### config.mk
export PLATFORM = sky130hd
export DESIGN_NAME = slr_core_flat
export DESIGN_NICKNAME = d
export VERILOG_FILES = /design/src/slr_pkg.sv /design/src/slr_if.sv /design/src/slr_core.sv /design/src/flat_wrapper.sv
export SDC_FILE = /design/constraint.sdc
export NUM_CORES = 1
export LEC_CHECK = 0
export ABC_AREA = 1
export BUFFER_PORTS_ARGS = -buffer_cell sky130_fd_sc_hd__buf_2
export CORE_MARGIN = 3
export CORE_UTILIZATION = 49
export CTS_CLUSTER_DIAMETER = 100
export DETAILED_ROUTE_END_ITERATION = 12
export PLACE_DENSITY = 0.8
export SYNTH_ARGS = -nofsm -noshare
export SYNTH_HDL_FRONTEND = slang
export SYNTH_SLANG_ARGS = --single-unit
### constraint.sdc
create_clock -name CORE_CLK -period 2.35 [get_ports CORE_CLK]
set_clock_uncertainty 0.1 [all_clocks]
set_input_delay 0.235 -clock CORE_CLK [delete_from_list [all_inputs] [get_ports CORE_CLK]]
set_output_delay 0.235 -clock CORE_CLK [all_outputs]
set_load 0.01 [all_outputs]
### src/slr_pkg.sv
package slr_pkg;
    localparam int LANES_DFLT    = 2;
    localparam int LANE_W        = 32;
    localparam int PHY_W_FULL    = 32;
    localparam int PHY_W_LOW     = 16;
    localparam int WDOG_BITS     = 20;
    localparam int MGMT_DIV      = 1;
    localparam int CORE_CLK_MHZ  = 125;
    localparam int XCVR_HOLD_NS  = 128;
    localparam int XCVR_HOLD_CYC = (XCVR_HOLD_NS * CORE_CLK_MHZ + 999) / 1000;
    localparam int DP_HOLD_NS    = 256;
    localparam int DP_HOLD_CYC   = (DP_HOLD_NS * CORE_CLK_MHZ + 999) / 1000;
    localparam int CNT_W         = 16;
    localparam logic WDOG_EN_RST = 1'b1;
    localparam int FMT_14B_2L    = 0;
    localparam int FMT_16B_PAIR  = 1;
    localparam int SAMPLE_W      = 16;
    typedef enum logic [2:0] {
        ST_XRST = 3'b001,
        ST_DRST = 3'b010,
        ST_RUN  = 3'b100
    } slr_state_t;
endpackage : slr_pkg

### src/slr_if.sv
`timescale 1ns/100ps
interface slr_if #(parameter int LANES = slr_pkg::LANES_DFLT);
    logic [LANES*slr_pkg::LANE_W-1:0] rx_tdata;
    logic                             rx_tvalid;
    logic                             rx_aresetn;
    logic [LANES*slr_pkg::LANE_W-1:0] tx_tdata;
    logic                             tx_tready;
    logic                             tx_aresetn;
    modport dev (
        output rx_tdata,
        output rx_tvalid,
        output rx_aresetn,
        input  tx_tdata,
        output tx_tready,
        output tx_aresetn
    );
    modport usr (
        input  rx_tdata,
        input  rx_tvalid,
        input  rx_aresetn,
        output tx_tdata,
        input  tx_tready,
        input  tx_aresetn
    );
endinterface : slr_if

### src/slr_core.sv
`timescale 1ns/100ps
module slr_core #(
    parameter int LANES     = slr_pkg::LANES_DFLT,
    parameter int PHY_W     = slr_pkg::PHY_W_FULL,
    parameter int WDOG_BITS = slr_pkg::WDOG_BITS,
    parameter int MGMT_DIV  = slr_pkg::MGMT_DIV
) (
    input  wire logic                   CORE_CLK,
    input  wire logic                   RESET_N,
    input  wire logic                   SYS_RST,
    input  wire logic                   CFG_WR,
    input  wire logic                   CFG_WDOG_EN,
    input  wire logic                   CFG_SW_RST,
    input  wire logic                   LINK_SYNC,
    input  wire logic [LANES*PHY_W-1:0] PHY_RX_DATA,
    input  wire logic                   PHY_RX_VALID,
    output logic      [LANES*PHY_W-1:0] PHY_TX_DATA,
    output logic                        XCVR_RST,
    output logic                        PHY_DP_RST,
    output logic                        WDOG_EN,
    output logic                        WDOG_FIRED,
    slr_if.dev                          link
);
    localparam int DW = LANES * slr_pkg::LANE_W;
    localparam int HW = slr_pkg::PHY_W_LOW;

    slr_pkg::slr_state_t          st_q;
    slr_pkg::slr_state_t          st_d;
    logic [slr_pkg::CNT_W-1:0]    cnt_q;
    logic [slr_pkg::CNT_W-1:0]    div_q;
    logic                         tick_q;
    logic [WDOG_BITS-1:0]         wdog_q;
    logic                         wdog_en_q;
    logic                         sw_hit;
    logic                         wdog_fire;
    logic                         restart;

    // pick low or high 16-bit half of every lane
    function automatic logic [LANES*HW-1:0] half_of(input logic [DW-1:0] w,
                                                    input logic          hi);
        logic [LANES*HW-1:0] r;
        r = '0;
        for (int l = 0; l < LANES; l++) begin
            r[l*HW +: HW] = w[l*slr_pkg::LANE_W + (hi ? HW : 0) +: HW];
        end
        return r;
    endfunction : half_of

    assign sw_hit    = CFG_WR && CFG_SW_RST;
    assign wdog_fire = tick_q && (&wdog_q) && wdog_en_q && !LINK_SYNC
                       && (st_q == slr_pkg::ST_RUN);
    assign restart   = (st_q == slr_pkg::ST_DRST) && (sw_hit || wdog_fire);

    always_comb begin
        st_d = st_q;
        case (st_q)
            slr_pkg::ST_XRST: begin
                if (cnt_q == slr_pkg::CNT_W'(slr_pkg::XCVR_HOLD_CYC - 1)) begin
                    st_d = slr_pkg::ST_DRST;
                end
            end
            slr_pkg::ST_DRST: begin
                if (cnt_q == slr_pkg::CNT_W'(slr_pkg::DP_HOLD_CYC - 1) && !restart) begin
                    st_d = slr_pkg::ST_RUN;
                end
            end
            slr_pkg::ST_RUN: begin
                if (sw_hit || wdog_fire) begin
                    st_d = slr_pkg::ST_DRST;
                end
            end
            default: st_d = slr_pkg::ST_XRST;
        endcase
        if (SYS_RST) begin
            st_d = slr_pkg::ST_XRST;
        end
    end

    always_ff @(posedge CORE_CLK) begin
        if (!RESET_N) begin
            st_q <= slr_pkg::ST_XRST;
        end else begin
            st_q <= st_d;
        end
    end

    always_ff @(posedge CORE_CLK) begin
        if (!RESET_N || SYS_RST || st_d != st_q || restart) begin
            cnt_q <= '0;
        end else if (st_q != slr_pkg::ST_RUN) begin
            cnt_q <= cnt_q + 1'b1;
        end
    end

    // only the management reset touches configuration
    always_ff @(posedge CORE_CLK) begin
        if (!RESET_N) begin
            wdog_en_q <= slr_pkg::WDOG_EN_RST;
        end else if (CFG_WR) begin
            wdog_en_q <= CFG_WDOG_EN;
        end
    end

    // management clock rate as an enable pulse
    always_ff @(posedge CORE_CLK) begin
        if (!RESET_N) begin
            div_q  <= '0;
            tick_q <= 1'b0;
        end else if (div_q == slr_pkg::CNT_W'(MGMT_DIV - 1)) begin
            div_q  <= '0;
            tick_q <= 1'b1;
        end else begin
            div_q  <= div_q + 1'b1;
            tick_q <= 1'b0;
        end
    end

    // counts only continuous loss of sync in the running state
    always_ff @(posedge CORE_CLK) begin
        if (!RESET_N) begin
            wdog_q <= '0;
        end else if (LINK_SYNC || !wdog_en_q || st_q != slr_pkg::ST_RUN || wdog_fire) begin
            wdog_q <= '0;
        end else if (tick_q) begin
            wdog_q <= wdog_q + 1'b1;
        end
    end

    always_ff @(posedge CORE_CLK) begin
        if (!RESET_N) begin
            XCVR_RST        <= 1'b1;
            PHY_DP_RST      <= 1'b1;
            link.rx_aresetn <= 1'b0;
            link.tx_aresetn <= 1'b0;
            WDOG_EN         <= slr_pkg::WDOG_EN_RST;
            WDOG_FIRED      <= 1'b0;
        end else begin
            XCVR_RST        <= (st_d == slr_pkg::ST_XRST);
            PHY_DP_RST      <= (st_d != slr_pkg::ST_RUN);
            link.rx_aresetn <= (st_d == slr_pkg::ST_RUN);
            link.tx_aresetn <= (st_d == slr_pkg::ST_RUN);
            WDOG_EN         <= wdog_en_q;
            WDOG_FIRED      <= wdog_fire;
        end
    end

    generate
        if (PHY_W == slr_pkg::PHY_W_FULL) begin : g_full
            always_ff @(posedge CORE_CLK) begin
                if (!RESET_N || st_d != slr_pkg::ST_RUN) begin
                    link.rx_tdata  <= '0;
                    link.rx_tvalid <= 1'b0;
                    link.tx_tready <= 1'b0;
                    PHY_TX_DATA    <= '0;
                end else begin
                    link.rx_tdata  <= PHY_RX_DATA;
                    link.rx_tvalid <= PHY_RX_VALID;
                    link.tx_tready <= 1'b1;
                    PHY_TX_DATA    <= link.tx_tdata;
                end
            end
        end else begin : g_low
            // two half words per stream word, earlier half in low bytes
            logic [LANES*HW-1:0] rx_lo_q;
            logic                rx_half_q;
            logic [LANES*HW-1:0] tx_hi_q;
            always_ff @(posedge CORE_CLK) begin
                if (!RESET_N || st_d != slr_pkg::ST_RUN) begin
                    rx_lo_q        <= '0;
                    rx_half_q      <= 1'b0;
                    link.rx_tdata  <= '0;
                    link.rx_tvalid <= 1'b0;
                end else begin
                    link.rx_tvalid <= PHY_RX_VALID && rx_half_q;
                    if (PHY_RX_VALID) begin
                        rx_half_q <= !rx_half_q;
                        if (!rx_half_q) begin
                            rx_lo_q <= PHY_RX_DATA;
                        end else begin
                            for (int l = 0; l < LANES; l++) begin
                                link.rx_tdata[l*slr_pkg::LANE_W +: slr_pkg::LANE_W]
                                    <= {PHY_RX_DATA[l*HW +: HW], rx_lo_q[l*HW +: HW]};
                            end
                        end
                    end
                end
            end
            always_ff @(posedge CORE_CLK) begin
                if (!RESET_N || st_d != slr_pkg::ST_RUN) begin
                    tx_hi_q        <= '0;
                    link.tx_tready <= 1'b0;
                    PHY_TX_DATA    <= '0;
                end else begin
                    link.tx_tready <= !link.tx_tready;
                    if (link.tx_tready) begin
                        PHY_TX_DATA <= half_of(link.tx_tdata, 1'b0);
                        tx_hi_q     <= half_of(link.tx_tdata, 1'b1);
                    end else begin
                        PHY_TX_DATA <= tx_hi_q;
                    end
                end
            end
        end
    endgenerate
endmodule : slr_core

### src/flat_wrapper.sv
// flat-port wrapper written by rule: the top's interface ports become plain ports
module slr_core_flat 
#(
    parameter int LANES     = slr_pkg::LANES_DFLT,
    parameter int PHY_W     = slr_pkg::PHY_W_FULL,
    parameter int WDOG_BITS = slr_pkg::WDOG_BITS,
    parameter int MGMT_DIV  = slr_pkg::MGMT_DIV
)
  (CORE_CLK, RESET_N, SYS_RST, CFG_WR, CFG_WDOG_EN, CFG_SW_RST, LINK_SYNC, PHY_RX_DATA, PHY_RX_VALID, PHY_TX_DATA, XCVR_RST, PHY_DP_RST, WDOG_EN, WDOG_FIRED, link_rx_tdata, link_rx_tvalid, link_rx_aresetn, link_tx_tdata, link_tx_tready, link_tx_aresetn);
  slr_if #(.LANES(LANES)) link_i ();
  input  wire logic CORE_CLK;
  input  wire logic RESET_N;
  input  wire logic SYS_RST;
  input  wire logic CFG_WR;
  input  wire logic CFG_WDOG_EN;
  input  wire logic CFG_SW_RST;
  input  wire logic LINK_SYNC;
  input  wire logic [LANES*PHY_W-1:0] PHY_RX_DATA;
  input  wire logic PHY_RX_VALID;
  output logic      [LANES*PHY_W-1:0] PHY_TX_DATA;
  output logic XCVR_RST;
  output logic PHY_DP_RST;
  output logic WDOG_EN;
  output logic WDOG_FIRED;
  output wire logic [$bits(link_i.rx_tdata)-1:0] link_rx_tdata;
  output wire logic [$bits(link_i.rx_tvalid)-1:0] link_rx_tvalid;
  output wire logic [$bits(link_i.rx_aresetn)-1:0] link_rx_aresetn;
  input wire logic [$bits(link_i.tx_tdata)-1:0] link_tx_tdata;
  output wire logic [$bits(link_i.tx_tready)-1:0] link_tx_tready;
  output wire logic [$bits(link_i.tx_aresetn)-1:0] link_tx_aresetn;
  assign link_rx_tdata = link_i.rx_tdata;
  assign link_rx_tvalid = link_i.rx_tvalid;
  assign link_rx_aresetn = link_i.rx_aresetn;
  assign link_i.tx_tdata = link_tx_tdata;
  assign link_tx_tready = link_i.tx_tready;
  assign link_tx_aresetn = link_i.tx_aresetn;
  slr_core #(.LANES(LANES), .PHY_W(PHY_W), .WDOG_BITS(WDOG_BITS), .MGMT_DIV(MGMT_DIV)) u_core (.CORE_CLK(CORE_CLK), .RESET_N(RESET_N), .SYS_RST(SYS_RST), .CFG_WR(CFG_WR), .CFG_WDOG_EN(CFG_WDOG_EN), .CFG_SW_RST(CFG_SW_RST), .LINK_SYNC(LINK_SYNC), .PHY_RX_DATA(PHY_RX_DATA), .PHY_RX_VALID(PHY_RX_VALID), .PHY_TX_DATA(PHY_TX_DATA), .XCVR_RST(XCVR_RST), .PHY_DP_RST(PHY_DP_RST), .WDOG_EN(WDOG_EN), .WDOG_FIRED(WDOG_FIRED), .link(link_i));
endmodule
* Yosys cells after proc, flatten, opt, wreduce, memory -nomap -nowiden
Index checks and enable logic that the tools add are counted.
Operators by class: bitwise gates (word level) 1, muxes and demuxes 7, reductions and logical operators 23, equality and inequality tests 10, add/sub/neg operators 3
Operator list (number):
- 16-bit by 1-bit adder with 16-bit output (second input constant) | 2
- 20-bit by 1-bit adder with 20-bit output (second input constant) | 1
- 20-bit AND reduction | 1
- 16-bit by 4-bit equality test with 1-bit output (second input constant) | 1
- 16-bit by 5-bit equality test with 1-bit output (second input constant) | 1
- 16-bit zero test | 1
- 3-bit 2-to-1 mux | 4
- 3-bit one-hot mux with 3 select lines | 1
- 1-bit logical OR | 8
- 1-bit logical AND | 7
- 3-bit by 1-bit equality test with 1-bit output (second input constant) | 2
- 3-bit equality test (second input constant) | 2
- 3-bit != test (second input constant) | 2
- 1-bit zero test | 4
- 2-bit OR reduction | 2
- 3-bit by 2-bit equality test with 1-bit output (second input constant) | 1
- 3-bit != test | 1
- 1-bit 2-to-1 mux | 2
- 1-bit NOT | 1
Storage, ports and cells: register bits 192, logic and storage cells 59

* Longest topological paths before layout
Gate-level depths: netlist (run 1).
depth after elaboration 15, mapped depth 14, gate-level depth less buffers 13

* Worst setup path before layout (run 1)
No wires, ideal clock.
kind register to register, from register u_core.wdog_q[0], to register u_core.PHY_TX_DATA[33], stages on the path, launching flop included 15, arrival 1.570 ns, period minus slack after synthesis 1.783 ns, path slack 0.567 ns, path through dfxtp_1 > ha_1 > inv_1 > nor2_1 > nand2_2 > nor2_4 > nand2_2 > nand3_2 > nand2_2 > nand2_4 > nor2_4 > inv_2 > buf_8 > buf_8 > nor2_1
On the way: word-level cells in the longest chain between the ends 14, elaborated cells between the ends (all ways) 15
RTL lines:
- start, declared | RTL line slr_core.sv:32 | logic [WDOG_BITS-1:0] wdog_q;
- start signal, assigned | RTL line slr_core.sv:125 | wdog_q <= wdog_q + 1'b1;
- 20-bit AND reduction * | RTL line slr_core.sv:50 | assign wdog_fire = tick_q && (&wdog_q) && wdog_en_q && !LINK_SYNC
- 1-bit logical AND * (3 in series) | RTL line slr_core.sv:50
- 1-bit logical AND * | RTL line slr_core.sv:51 | && (st_q == slr_pkg::ST_RUN);
- 1-bit logical OR * | RTL line slr_core.sv:52, slr_core.sv:68
- 1-bit logical AND | RTL line slr_core.sv:52 | assign restart = (st_q == slr_pkg::ST_DRST) && (sw_hit || wdog_fire);
- 1-bit zero test | RTL line slr_core.sv:63 | if (cnt_q == slr_pkg::CNT_W'(slr_pkg::DP_HOLD_CYC - 1) && !restart) begin
- 1-bit logical AND | RTL line slr_core.sv:63
- 3-bit 2-to-1 mux | RTL line slr_core.sv:63
- 3-bit one-hot mux with 3 select lines * | RTL line slr_core.sv:56 | case (st_q)
- 3-bit 2-to-1 mux * | RTL line slr_core.sv:74 | if (SYS_RST) begin
- 3-bit != test * | RTL line slr_core.sv:150 | if (!RESET_N || st_d != slr_pkg::ST_RUN) begin
- 1-bit logical OR * | RTL line slr_core.sv:150
- end signal, assigned | RTL line slr_core.sv:159 | PHY_TX_DATA <= link.tx_tdata;
- end, declared | RTL line slr_core.sv:17 | output logic [LANES*PHY_W-1:0] PHY_TX_DATA,
Mark *: on every way between the ends. The rest lies on a longest branch, timed or not. A chain may end at the register's enable or synchronous reset.

* Worst setup path in the final report (run 1)
from register u_core.cnt_q[1] (netlist bit), to register u_core.PHY_TX_DATA[5]
On the way: word-level cells in the longest chain between the ends 7, elaborated cells between the ends (all ways) 9
RTL lines:
- start, declared | RTL line slr_core.sv:29 | logic [slr_pkg::CNT_W-1:0] cnt_q;
- start signal, assigned | RTL line slr_core.sv:91 | cnt_q <= cnt_q + 1'b1;
- 16-bit by 5-bit equality test with 1-bit output | RTL line slr_core.sv:63
- 1-bit logical AND | RTL line slr_core.sv:63
- 3-bit 2-to-1 mux | RTL line slr_core.sv:63
- 3-bit one-hot mux with 3 select lines * | RTL line slr_core.sv:56
- 3-bit 2-to-1 mux * | RTL line slr_core.sv:74
- 3-bit != test * | RTL line slr_core.sv:150
- 1-bit logical OR * | RTL line slr_core.sv:150
Marked as above.

==> results.sh, run 1 <==
export IMPL_synthCells=799
export IMPL_crit_path_end="u_core.PHY_TX_DATA[5]"
export IMPL_antenna_found_initial=0
export IMPL_period_share=0.891
export IMPL_yosys_top_cells_count="dfxtp_1 (192), inv_1 (173), nor2_1 (108), nor2_2 (97), nand2_1 (62)"
export IMPL_cap_violations=0
export IMPL_ant_nets=0
export IMPL_slew_headroom=0.580
export IMPL_start_util=0.504
export IMPL_netlist_area_leader_share=0.547
export IMPL_grt_usage=0.274
export IMPL_ys_warn_count=0
export IMPL_finalSetupViolations=0
export IMPL_power_switching_mw=1.51
export IMPL_critical_path_class="reg -> reg"
export IMPL_syn_nets=939
export IMPL_final_nets=1349
export IMPL_clk_path_buf_depth=2
export IMPL_crit_required_ns=2.60
export IMPL_drtIter0Drc=393
export IMPL_fin_crit_ns=2.09
export IMPL_place_gp_congestion=0.877
export IMPL_num_rows=43
export IMPL_core_area_sq_um=13900
export IMPL_first_global_vias=6772
export IMPL_worstPathArrival_ns=2.34
export IMPL_hold_violations=0
export IMPL_drt_pass1_iter_count=5
export IMPL_fp_dieArea_sq_um=15800
export IMPL_dominantRegCellSynth="dfxtp_1"
export IMPL_grt_max_degree=31
export IMPL_place_hpwl_mm=12.6
export IMPL_wl_per_cell_um=15.5
export IMPL_rsz0062_at_grt="no"
export IMPL_fmax_mhz=477
export IMPL_p_clk_frac=0.455
export IMPL_synth_edff_count=0
export IMPL_numCtsBuffers=17
export IMPL_drive_gt1_frac=0.360
export IMPL_cp_startpoint="u_core.cnt_q[1]"
export IMPL_cp_start_kind="flip-flop"
export IMPL_intPower_mw=5.22
export IMPL_drc=0
export IMPL_ys_ff_latch=192
export IMPL_place_ws_ns=0.281
export IMPL_setup_ws_ns=0.255
export IMPL_fp_dieW_um=126
export IMPL_synth_area_leaders="dfxtp_1 (55%), inv_1 (9.2%), nor2_2 (8.6%)"
export IMPL_grt_pass1_wl_mm=34.3
export IMPL_fp_dieH_um=126
export IMPL_ys_types=37
export IMPL_power_density_nw_per_um2=644
export IMPL_hp_class="in -> reg"
export IMPL_leakage_nw=5.29
export IMPL_worst_setup_path_end_kind="flip-flop"
export IMPL_setup_tns_ns=0
export IMPL_comb_power_share=0.061
export IMPL_r2r_cells=12
export IMPL_yosysSeqAreaShare=0.547
export IMPL_overflow=0
export IMPL_path_clk_slew_ns=0.08
export IMPL_r2r_start="u_core.cnt_q[1]"
export IMPL_synth_area_per_cell_sq_um=8.79
export IMPL_pin_count=272
export IMPL_cpMaxStageDelayCell="dfxtp_1"
export IMPL_synthMostInstantiatedCell="dfxtp_1"
export IMPL_cts_resized=0
export IMPL_via_count=6482
export IMPL_areaGrowthSynthToFinish_pct=48.9
export IMPL_power_total_mw=6.73
export IMPL_postRouteWirelength_mm=21.7
export IMPL_hp_start="PHY_RX_DATA[24]"
export IMPL_cp_max_fo=22
export IMPL_cpPeakStageDelay_ns=0.36
export IMPL_antenna_diode_count=0
export IMPL_cts_max_level=4
export IMPL_status="finished, final reports clean"
export IMPL_r2r_end="u_core.PHY_TX_DATA[5]"
export IMPL_seqPwrFrac=0.484
export IMPL_ir_worst_vdd_mv=0.587
export IMPL_cts_tree="done"
export IMPL_port_buffers=271
export IMPL_worstMarginPinSlew_ns=0.628
export IMPL_p_sw_frac=0.224
export IMPL_clk_latency_ns=0.43
export IMPL_yosysTopAreaCell="dfxtp_1"
export IMPL_async_reset_ff_frac=0
export IMPL_slew_viol_final=0
export IMPL_path_cells="ha_1 > nand3_1 > nor2_1 > nand3_1 > nand2_1 > nand2_1 > nand2_2 > nand2_4 > nor2_4 > inv_6 > buf_4 > nor2_1"
export IMPL_syn_cell_area_sq_um=7020
export IMPL_root_buffer="clkbuf_16"
export IMPL_cts_sinks=192
export IMPL_viasPerCell=4.62
export IMPL_r2r_slack_ns=0.26
flip-flops by register name, summed over array words and instances, names as in the netlist:
register / flops
u_core.st_q: 3
u_core.div_q: 16
u_core.link.rx_tdata: 64
u_core.WDOG_FIRED: 1
u_core.tick_q: 1
u_core.link.rx_aresetn: 1
u_core.wdog_en_q: 1
u_core.PHY_TX_DATA: 64
u_core.wdog_q: 20
u_core.link.tx_tready: 1
u_core.link.rx_tvalid: 1
u_core.cnt_q: 16
u_core.XCVR_RST: 1
u_core.WDOG_EN: 1
u_core.PHY_DP_RST: 1
worst max-delay path, delay by kind of cell (launching register included):
family        cells  cell delay, ns
flops             1            0.36
fa+ha+maj         1            0.23
simple gates      9            0.99
buf+inv           2            0.33
metrics by stage:
step,instance area (sq um),hold WS [ns],cells,util
6_report,10500,0.0112,1402,0.750
3_5_place_dp,8490,0.318,1237,0.610
5_1_grt,10500,0.00627,1402,0.750
4_1_cts,10400,0.0128,1400,0.748
2_1_floorplan,7020,0.235,799,-
3_3_place_gp,8490,0.311,1237,0.610
layout make-up:
cell class / count / area (sq um)
sequential: 192 / 3840
fill: 855 / 3480
timing repair buffer: 411 / 2800
multi-input combinational: 410 / 2290
inverter: 177 / 672
clock buffer: 17 / 425
tap: 180 / 225
clock inverter: 15 / 198
repair_timing:
| item | 4_1_cts | 5_1_grt |
|---|---|---|
| buffers inserted | 0 | 2 |
| hold endpoints to repair | 131 | 0 |
| hold buffers | 131 | 0 |
| endpoints found under the setup margin | 0 | 1 |
kinds of logic after synthesis:
group                    Yosys count  share of synthesized area
flip-flops                       192                      0.547
buffers and inverters            197                      0.126
AND/OR/NAND/NOR                  356                      0.265
AO/OA/AOI/OAI                     19                     0.0162
multiplexers                       1                    0.00143
XOR/XNOR                          30                     0.0374
adder cells (fa/ha/maj)            4                    0.00713
power groups by stage:
stage	clock network, mW	registers [mW]	logic [mW]
final	3.06	3.26	0.411
after global routing	3.23	3.26	0.440
after CTS	3.06	3.26	0.378
after detailed placement	0	3.33	0.202
after global placement	0	3.33	0.198
after floorplan	0	3.33	0.0848
routing by layer:
metal | wire length [um] | share of wire | global-route usage | vias to the layer above
met1 | 7730 | 0.36 | 0.283 | 2950
li1 | - | - | - | 3170
met3 | 1830 | 0.084 | 0.104 | 82
met5 | 0 | 0 | 0 | -
met4 | 1190 | 0.055 | 0.151 | 0
met2 | 10900 | 0.50 | 0.479 | 280
cell usage in the layout, fill, tap and decap left out, types with 4 or more instances in the layout:
master         netlist  final
buf_2                3    271
dfxtp_1            192    192
inv_1              173    173
dlygate4sd3_1        0    131
nor2_1             108    108
nor2_2              97     97
nand2_1             62     62
nand3_1             28     28
xor2_1              21     21
clkbuf_16            0     17
nor2_4              13     13
nor3_1              11     11
a21oi_1             10     10
nand4_1              9      9
xnor2_1              9      9
nor3b_1              8      8
nand2_2              6      6
nor4_1               6      6
inv_6                0      5
buf_12               0      5
ha_1                 4      4
buf_4                1      4
how the worst min path moves through the flow:
stage / endpoint / slack [ns] / cells past startpoint
after floorplan: u_core.wdog_en_q / 0.24 / 1
after global placement: u_core.WDOG_EN / 0.31 / 2
after detailed placement: u_core.WDOG_EN / 0.32 / 2
after CTS: u_core.link.rx_tdata[24] / 0.01 / 3
after global routing: u_core.link.rx_tdata[24] / 0.006 / 3
final: u_core.link.rx_tdata[24] / 0.01 / 3
(Power assumes the default switching activity.)
==> run 2: changes to the inputs <==
--- a/config.mk
+++ b/config.mk
@@ -12,6 +12,7 @@
 export CTS_CLUSTER_DIAMETER = 100
 export DETAILED_ROUTE_END_ITERATION = 12
 export PLACE_DENSITY = 0.8
+export REMOVE_ABC_BUFFERS = 1
 export SYNTH_ARGS = -nofsm -noshare
 export SYNTH_HDL_FRONTEND = slang
 export SYNTH_SLANG_ARGS = --single-unit
==> results.sh, run 2 (synthesis results as in run 1) <==
export IMPL_reg_largest_list="u_core.PHY_TX_DATA x64, u_core.link.rx_tdata x64, u_core.wdog_q x20"
export IMPL_drc=0
export IMPL_fin_crit_ns=2.12
export IMPL_cts_max_level=4
export IMPL_place_gp_congestion=0.838
export IMPL_dp_cells=1238
export IMPL_grt_pass1_wl_mm=37.0
export IMPL_slew_headroom=0.630
export IMPL_power_total_mw=6.76
export IMPL_cpMaxStageDelayCell="dfxtp_1"
export IMPL_cp_start_kind="flip-flop"
export IMPL_hold_violations=0
export IMPL_clk_path_buf_depth=2
export IMPL_cap_violations=0
export IMPL_viasPerCell=4.77
export IMPL_leakage_nw=5.29
export IMPL_hp_class="in -> reg"
export IMPL_period_share=0.904
export IMPL_fmax_mhz=471
export IMPL_via_count=6715
export IMPL_multiInputGateArea_sq_um=2290
export IMPL_core_area_sq_um=13900
export IMPL_grt_max_degree=32
export IMPL_drtIter0Drc=422
export IMPL_setup_ws_ns=0.225
export IMPL_areaGrowthSynthToFinish_pct=49.2
export IMPL_critical_path_class="reg -> reg"
export IMPL_fillers=873
export IMPL_fp_dieArea_sq_um=15800
export IMPL_final_nets=1353
export IMPL_first_global_vias=7187
export IMPL_fin_cells=1409
export IMPL_most_common_layout_cells="buf_2 (271), dfxtp_1 (192), inv_1 (173)"
export IMPL_num_rows=43
export IMPL_place_hpwl_mm=13.0
export IMPL_ant_nets=0
export IMPL_drive_gt1_frac=0.361
export IMPL_power_density_nw_per_um2=645
export IMPL_drt_pass1_iter_count=5
export IMPL_cpPeakStageDelay_ns=0.37
export IMPL_pin_count=272
export IMPL_start_util=0.504
export IMPL_worstMarginPinSlew_ns=0.550
export IMPL_antenna_found_initial=3
export IMPL_cts_sinks=192
export IMPL_overflow=0
export IMPL_root_buffer="clkbuf_16"
export IMPL_postRouteWirelength_mm=23.9
export IMPL_cp_max_fo=31
export IMPL_path_cells="nor2_2 > nand2_4 > inv_4 > nand2_1 > nor2_2 > nand2_2 > nand3_2 > nand2_2 > nand2_4 > nor2_4 > inv_6 > buf_12 > nor2_1"
export IMPL_numCtsBuffers=17
export IMPL_grt_usage=0.300
export IMPL_worst_setup_path_end_kind="flip-flop"
export IMPL_slew_viol_final=0
export IMPL_rsz0062_at_grt="no"
export IMPL_port_buffers=271
export IMPL_wl_per_cell_um=17.0
export IMPL_clk_latency_ns=0.43
export IMPL_ir_worst_vdd_mv=0.805
export IMPL_fp_dieH_um=126
export IMPL_finalSetupViolations=0
export IMPL_sequential_cell_area_sq_um=3840
export IMPL_fp_dieW_um=126
export IMPL_layout_commonest_cell="buf_2"
export IMPL_cts_tree="done"
export IMPL_crit_required_ns=2.56
export IMPL_place_ws_ns=0.266
export IMPL_status="finished, final reports clean"
export IMPL_worstPathArrival_ns=2.34
export IMPL_path_clk_slew_ns=0.07
export IMPL_cts_resized=0
## run 2: cell count changes in the layout (fill, tap and decap cells not counted), sizes merged
cell         change
buf              +3
dlygate4sd3      +1
clkbuf           +1
clkinv           -3
diode            +3
inv              +2
## run 2: worst paths after layout
path	end	startpoint	depth (start not counted)	slack (ns)
hold / removal	u_core.st_q[1]	SYS_RST	4	0.08
hold reg to reg	u_core.WDOG_EN	u_core.wdog_en_q	2	0.34
setup / recovery	u_core.PHY_TX_DATA[9]	u_core.st_q[0]	13	0.23
setup reg to reg	u_core.PHY_TX_DATA[9]	u_core.st_q[0]	13	0.23
## run 2: report_power, final
part / internal [mW] / total (mW) / leakage [nW] / switching (mW)
Sequential: 3.26 / 3.26 / 1.55 / 0.00301
Clock: 1.72 / 3.08 / 0.300 / 1.36
Combinational: 0.253 / 0.426 / 3.45 / 0.173
## run 2: layout make-up
cell class,instances,area share
diodes,3,0.000717
clock buffers,18,0.0410
clock inverters,14,0.0179
inverters,177,0.0641
multi-input cells,410,0.219
flip-flops and latches,192,0.367
well taps,180,0.0215
repair buffers,415,0.269
## run 2: metal layers
metal | GRT usage | up-vias | part of all wire
met5 | 0 | - | 0
met3 | 0.0954 | 115 | 0.078
met4 | 0.202 | 0 | 0.065
met1 | 0.308 | 3117 | 0.36
met2 | 0.521 | 314 | 0.50
li1 | - | 3169 | -
## run 2: worst max-delay path: cells and delay by family, from the launching register on
| kind | cells | cell delay, ns |
|---|---|---|
| and+or+nand+nor | 10 | 0.88 |
| buffers and inverters | 3 | 0.61 |
| DFF | 1 | 0.37 |
## run 2: repair_timing
item	in CTS	in global routing
hold buffers	132	0
setup buffers	0	4
endpoints found under the setup margin	0	4
endpoints found under the hold margin	133	0
## run 2: through the flow
stage	TNS (ns)	hold slack, ns	instance area, sq um	util
3_5_place_dp	0	0.321	8500	0.610
2_1_floorplan	-93.60	0.204	6810	-
5_1_grt	0	0.121	10500	0.752
3_3_place_gp	0	0.307	8500	0.610
4_1_cts	0	0.0620	10400	0.749
6_report	0	0.0751	10500	0.752
==> run 3: changes to the inputs <==
--- a/config.mk
+++ b/config.mk
@@ -9,9 +9,10 @@
 export BUFFER_PORTS_ARGS = -buffer_cell sky130_fd_sc_hd__buf_2
 export CORE_MARGIN = 3
 export CORE_UTILIZATION = 49
-export CTS_CLUSTER_DIAMETER = 100
+export CTS_CLUSTER_DIAMETER = 40
 export DETAILED_ROUTE_END_ITERATION = 12
-export PLACE_DENSITY = 0.8
+export HOLD_SLACK_MARGIN = 0.12
+export PLACE_DENSITY_LB_ADDON = 0.08
 export REMOVE_ABC_BUFFERS = 1
 export SYNTH_ARGS = -nofsm -noshare
 export SYNTH_HDL_FRONTEND = slang
==> results.sh, run 3 (synthesis results as in run 1) <==
export IMPL_status="finished, final reports clean"
export IMPL_seqPwrFrac=0.487
export IMPL_place_gp_congestion=0.826
export IMPL_fp_dieH_um=126
export IMPL_first_global_vias=6496
export IMPL_cp_start_kind="flip-flop"
export IMPL_postRouteWirelength_mm=20.8
export IMPL_finalSetupViolations=0
export IMPL_num_rows=43
export IMPL_hp_class="in -> reg"
export IMPL_layout_commonest_cell="buf_2"
export IMPL_crit_required_ns=2.56
export IMPL_path_clk_slew_ns=0.07
export IMPL_most_common_layout_cells="buf_2 (271), dfxtp_1 (192), inv_1 (173)"
export IMPL_use_met1=0.280
export IMPL_critical_path_top_delay_family="simple AND/OR/NAND/NOR gates"
export IMPL_fin_crit_ns=2.10
export IMPL_power_total_mw=6.70
export IMPL_path_cells="ha_1 > inv_1 > nor2_1 > nand2_2 > nor2_4 > nand2_2 > nand3_2 > nand2_2 > nand2_4 > nor2_4 > inv_6 > buf_12 > nor2_1"
export IMPL_pin_count=272
export IMPL_cts_tree="done"
export IMPL_crit_top_cell="nand2_2"
export IMPL_clk_path_buf_depth=2
export IMPL_drtIter0Drc=294
export IMPL_busiest_layer="met2"
export IMPL_port_buffers=271
export IMPL_antenna_found_initial=1
export IMPL_fp_dieArea_sq_um=15800
export IMPL_cts_max_level=4
export IMPL_worst_setup_path_end_kind="flip-flop"
export IMPL_place_hpwl_mm=13.0
export IMPL_ant_nets=0
export IMPL_areaGrowthSynthToFinish_pct=48.6
export IMPL_numCtsBuffers=17
export IMPL_period_share=0.892
export IMPL_drive_gt1_frac=0.356
export IMPL_post_cts_buffers=0
export IMPL_rsz0062_at_grt="no"
export IMPL_comb_power_share=0.060
export IMPL_drc=0
export IMPL_worstPathArrival_ns=2.31
export IMPL_hold_violations=0
export IMPL_fp_dieW_um=126
export IMPL_power_density_nw_per_um2=642
export IMPL_drt_pass1_iter_count=4
export IMPL_r2r_slack_ns=0.25
export IMPL_critPathBufInv=3
export IMPL_root_buffer="clkbuf_16"
export IMPL_dp_cells=1235
export IMPL_fin_cells=1402
export IMPL_power_switching_mw=1.42
export IMPL_fmax_mhz=477
export IMPL_overflow=0
export IMPL_wl_per_cell_um=14.9
export IMPL_grt_pass1_wl_mm=32.6
export IMPL_ir_worst_vdd_mv=0.482
export IMPL_cts_sinks=192
export IMPL_globalRouteMet2Util=0.456
export IMPL_reg_largest_list="u_core.PHY_TX_DATA x64, u_core.link.rx_tdata x64, u_core.wdog_q x20"
export IMPL_grt_usage=0.262
export IMPL_p_clk_frac=0.453
export IMPL_sequential_cell_area_sq_um=3840
export IMPL_cts_hold_fix_buffers=134
export IMPL_clk_latency_ns=0.42
export IMPL_viasPerCell=4.45
export IMPL_p_sw_frac=0.212
export IMPL_grtUsageMet3=0.0933
export IMPL_fillers=972
export IMPL_start_util=0.504
export IMPL_final_nets=1348
export IMPL_via_count=6236
export IMPL_multiInputGateArea_sq_um=2290
export IMPL_cts_resized=0
export IMPL_core_area_sq_um=13900
export IMPL_cap_violations=0
export IMPL_leakage_nw=5.26
export IMPL_cp_max_fo=40
export IMPL_cpPeakStageDelay_ns=0.38
export IMPL_grt_max_degree=41
export IMPL_slew_headroom=0.665
export IMPL_critical_path_class="reg -> reg"
export IMPL_slew_viol_final=0
export IMPL_worstMarginPinSlew_ns=0.501
export IMPL_intPower_mw=5.28
export IMPL_cpMaxStageDelayCell="dfxtp_1"
[run 3: cell types whose count changed in the layout (fill, tap and decap cells not counted), sizes merged]
cell         change
buf              -7
inv              -7
clkbuf           +3
clkinv           +2
clkinvlp         +2
diode            -2
dlygate4sd3      +2
[run 3: path summary, 6_finish.rpt]
| kind | from | to | depth (start not counted) |
|---|---|---|---|
| setup / recovery | u_core.wdog_q[0] | u_core.link.rx_tdata[34] | 13 |
| hold / removal | CFG_SW_RST | u_core.link.rx_aresetn | 6 |
| setup reg to reg | u_core.wdog_q[0] | u_core.link.rx_tdata[34] | 13 |
| hold reg to reg | u_core.wdog_en_q | u_core.WDOG_EN | 2 |
[run 3: tightest hold or removal path: stages]
cell,delay (ns)
buf_2,0.08
nand2_1,0.09
nand3_2,0.09
nand2_2,0.05
nand2_4,0.08
nor2_1,0.04
[run 3: final cells by class]
type | count | area share
Sequential cell | 192 | 0.368
Inverter | 177 | 0.0644
Timing Repair Buffer | 410 | 0.266
Clock inverter | 11 | 0.0146
Clock buffer | 21 | 0.0451
Multi-Input combinational cell | 410 | 0.220
Tap cell | 180 | 0.0216
Antenna cell | 1 | 0.000240
[run 3: metal layers]
layer,vias up,share of wire
met5,-,0
met1,2836,0.39
met3,58,0.070
li1,3160,-
met2,182,0.50
met4,0,0.041
[run 3: power groups by stage]
stage	combinational [mW]	sequential [mW]	clock, mW
5_1_grt	0.438	3.26	3.22
4_1_cts	0.381	3.26	3.05
2_1_floorplan	0.0804	3.33	0
6_report	0.404	3.26	3.04
3_3_place_gp	0.197	3.33	0
3_5_place_dp	0.200	3.33	0
[run 3: through the flow]
stage                     TNS (ns)  utilization  worst slack (ns)  area (sq um)  hold WS [ns]
final                            0        0.749             0.253         10400         0.201
after global routing             0        0.749            0.0290         10400         0.250
after CTS                        0        0.749             0.272         10400         0.185
after detailed placement         0        0.608             0.288          8470         0.327
after global placement           0        0.608             0.336          8470         0.312
after floorplan             -93.60            -            -0.869          6810         0.204
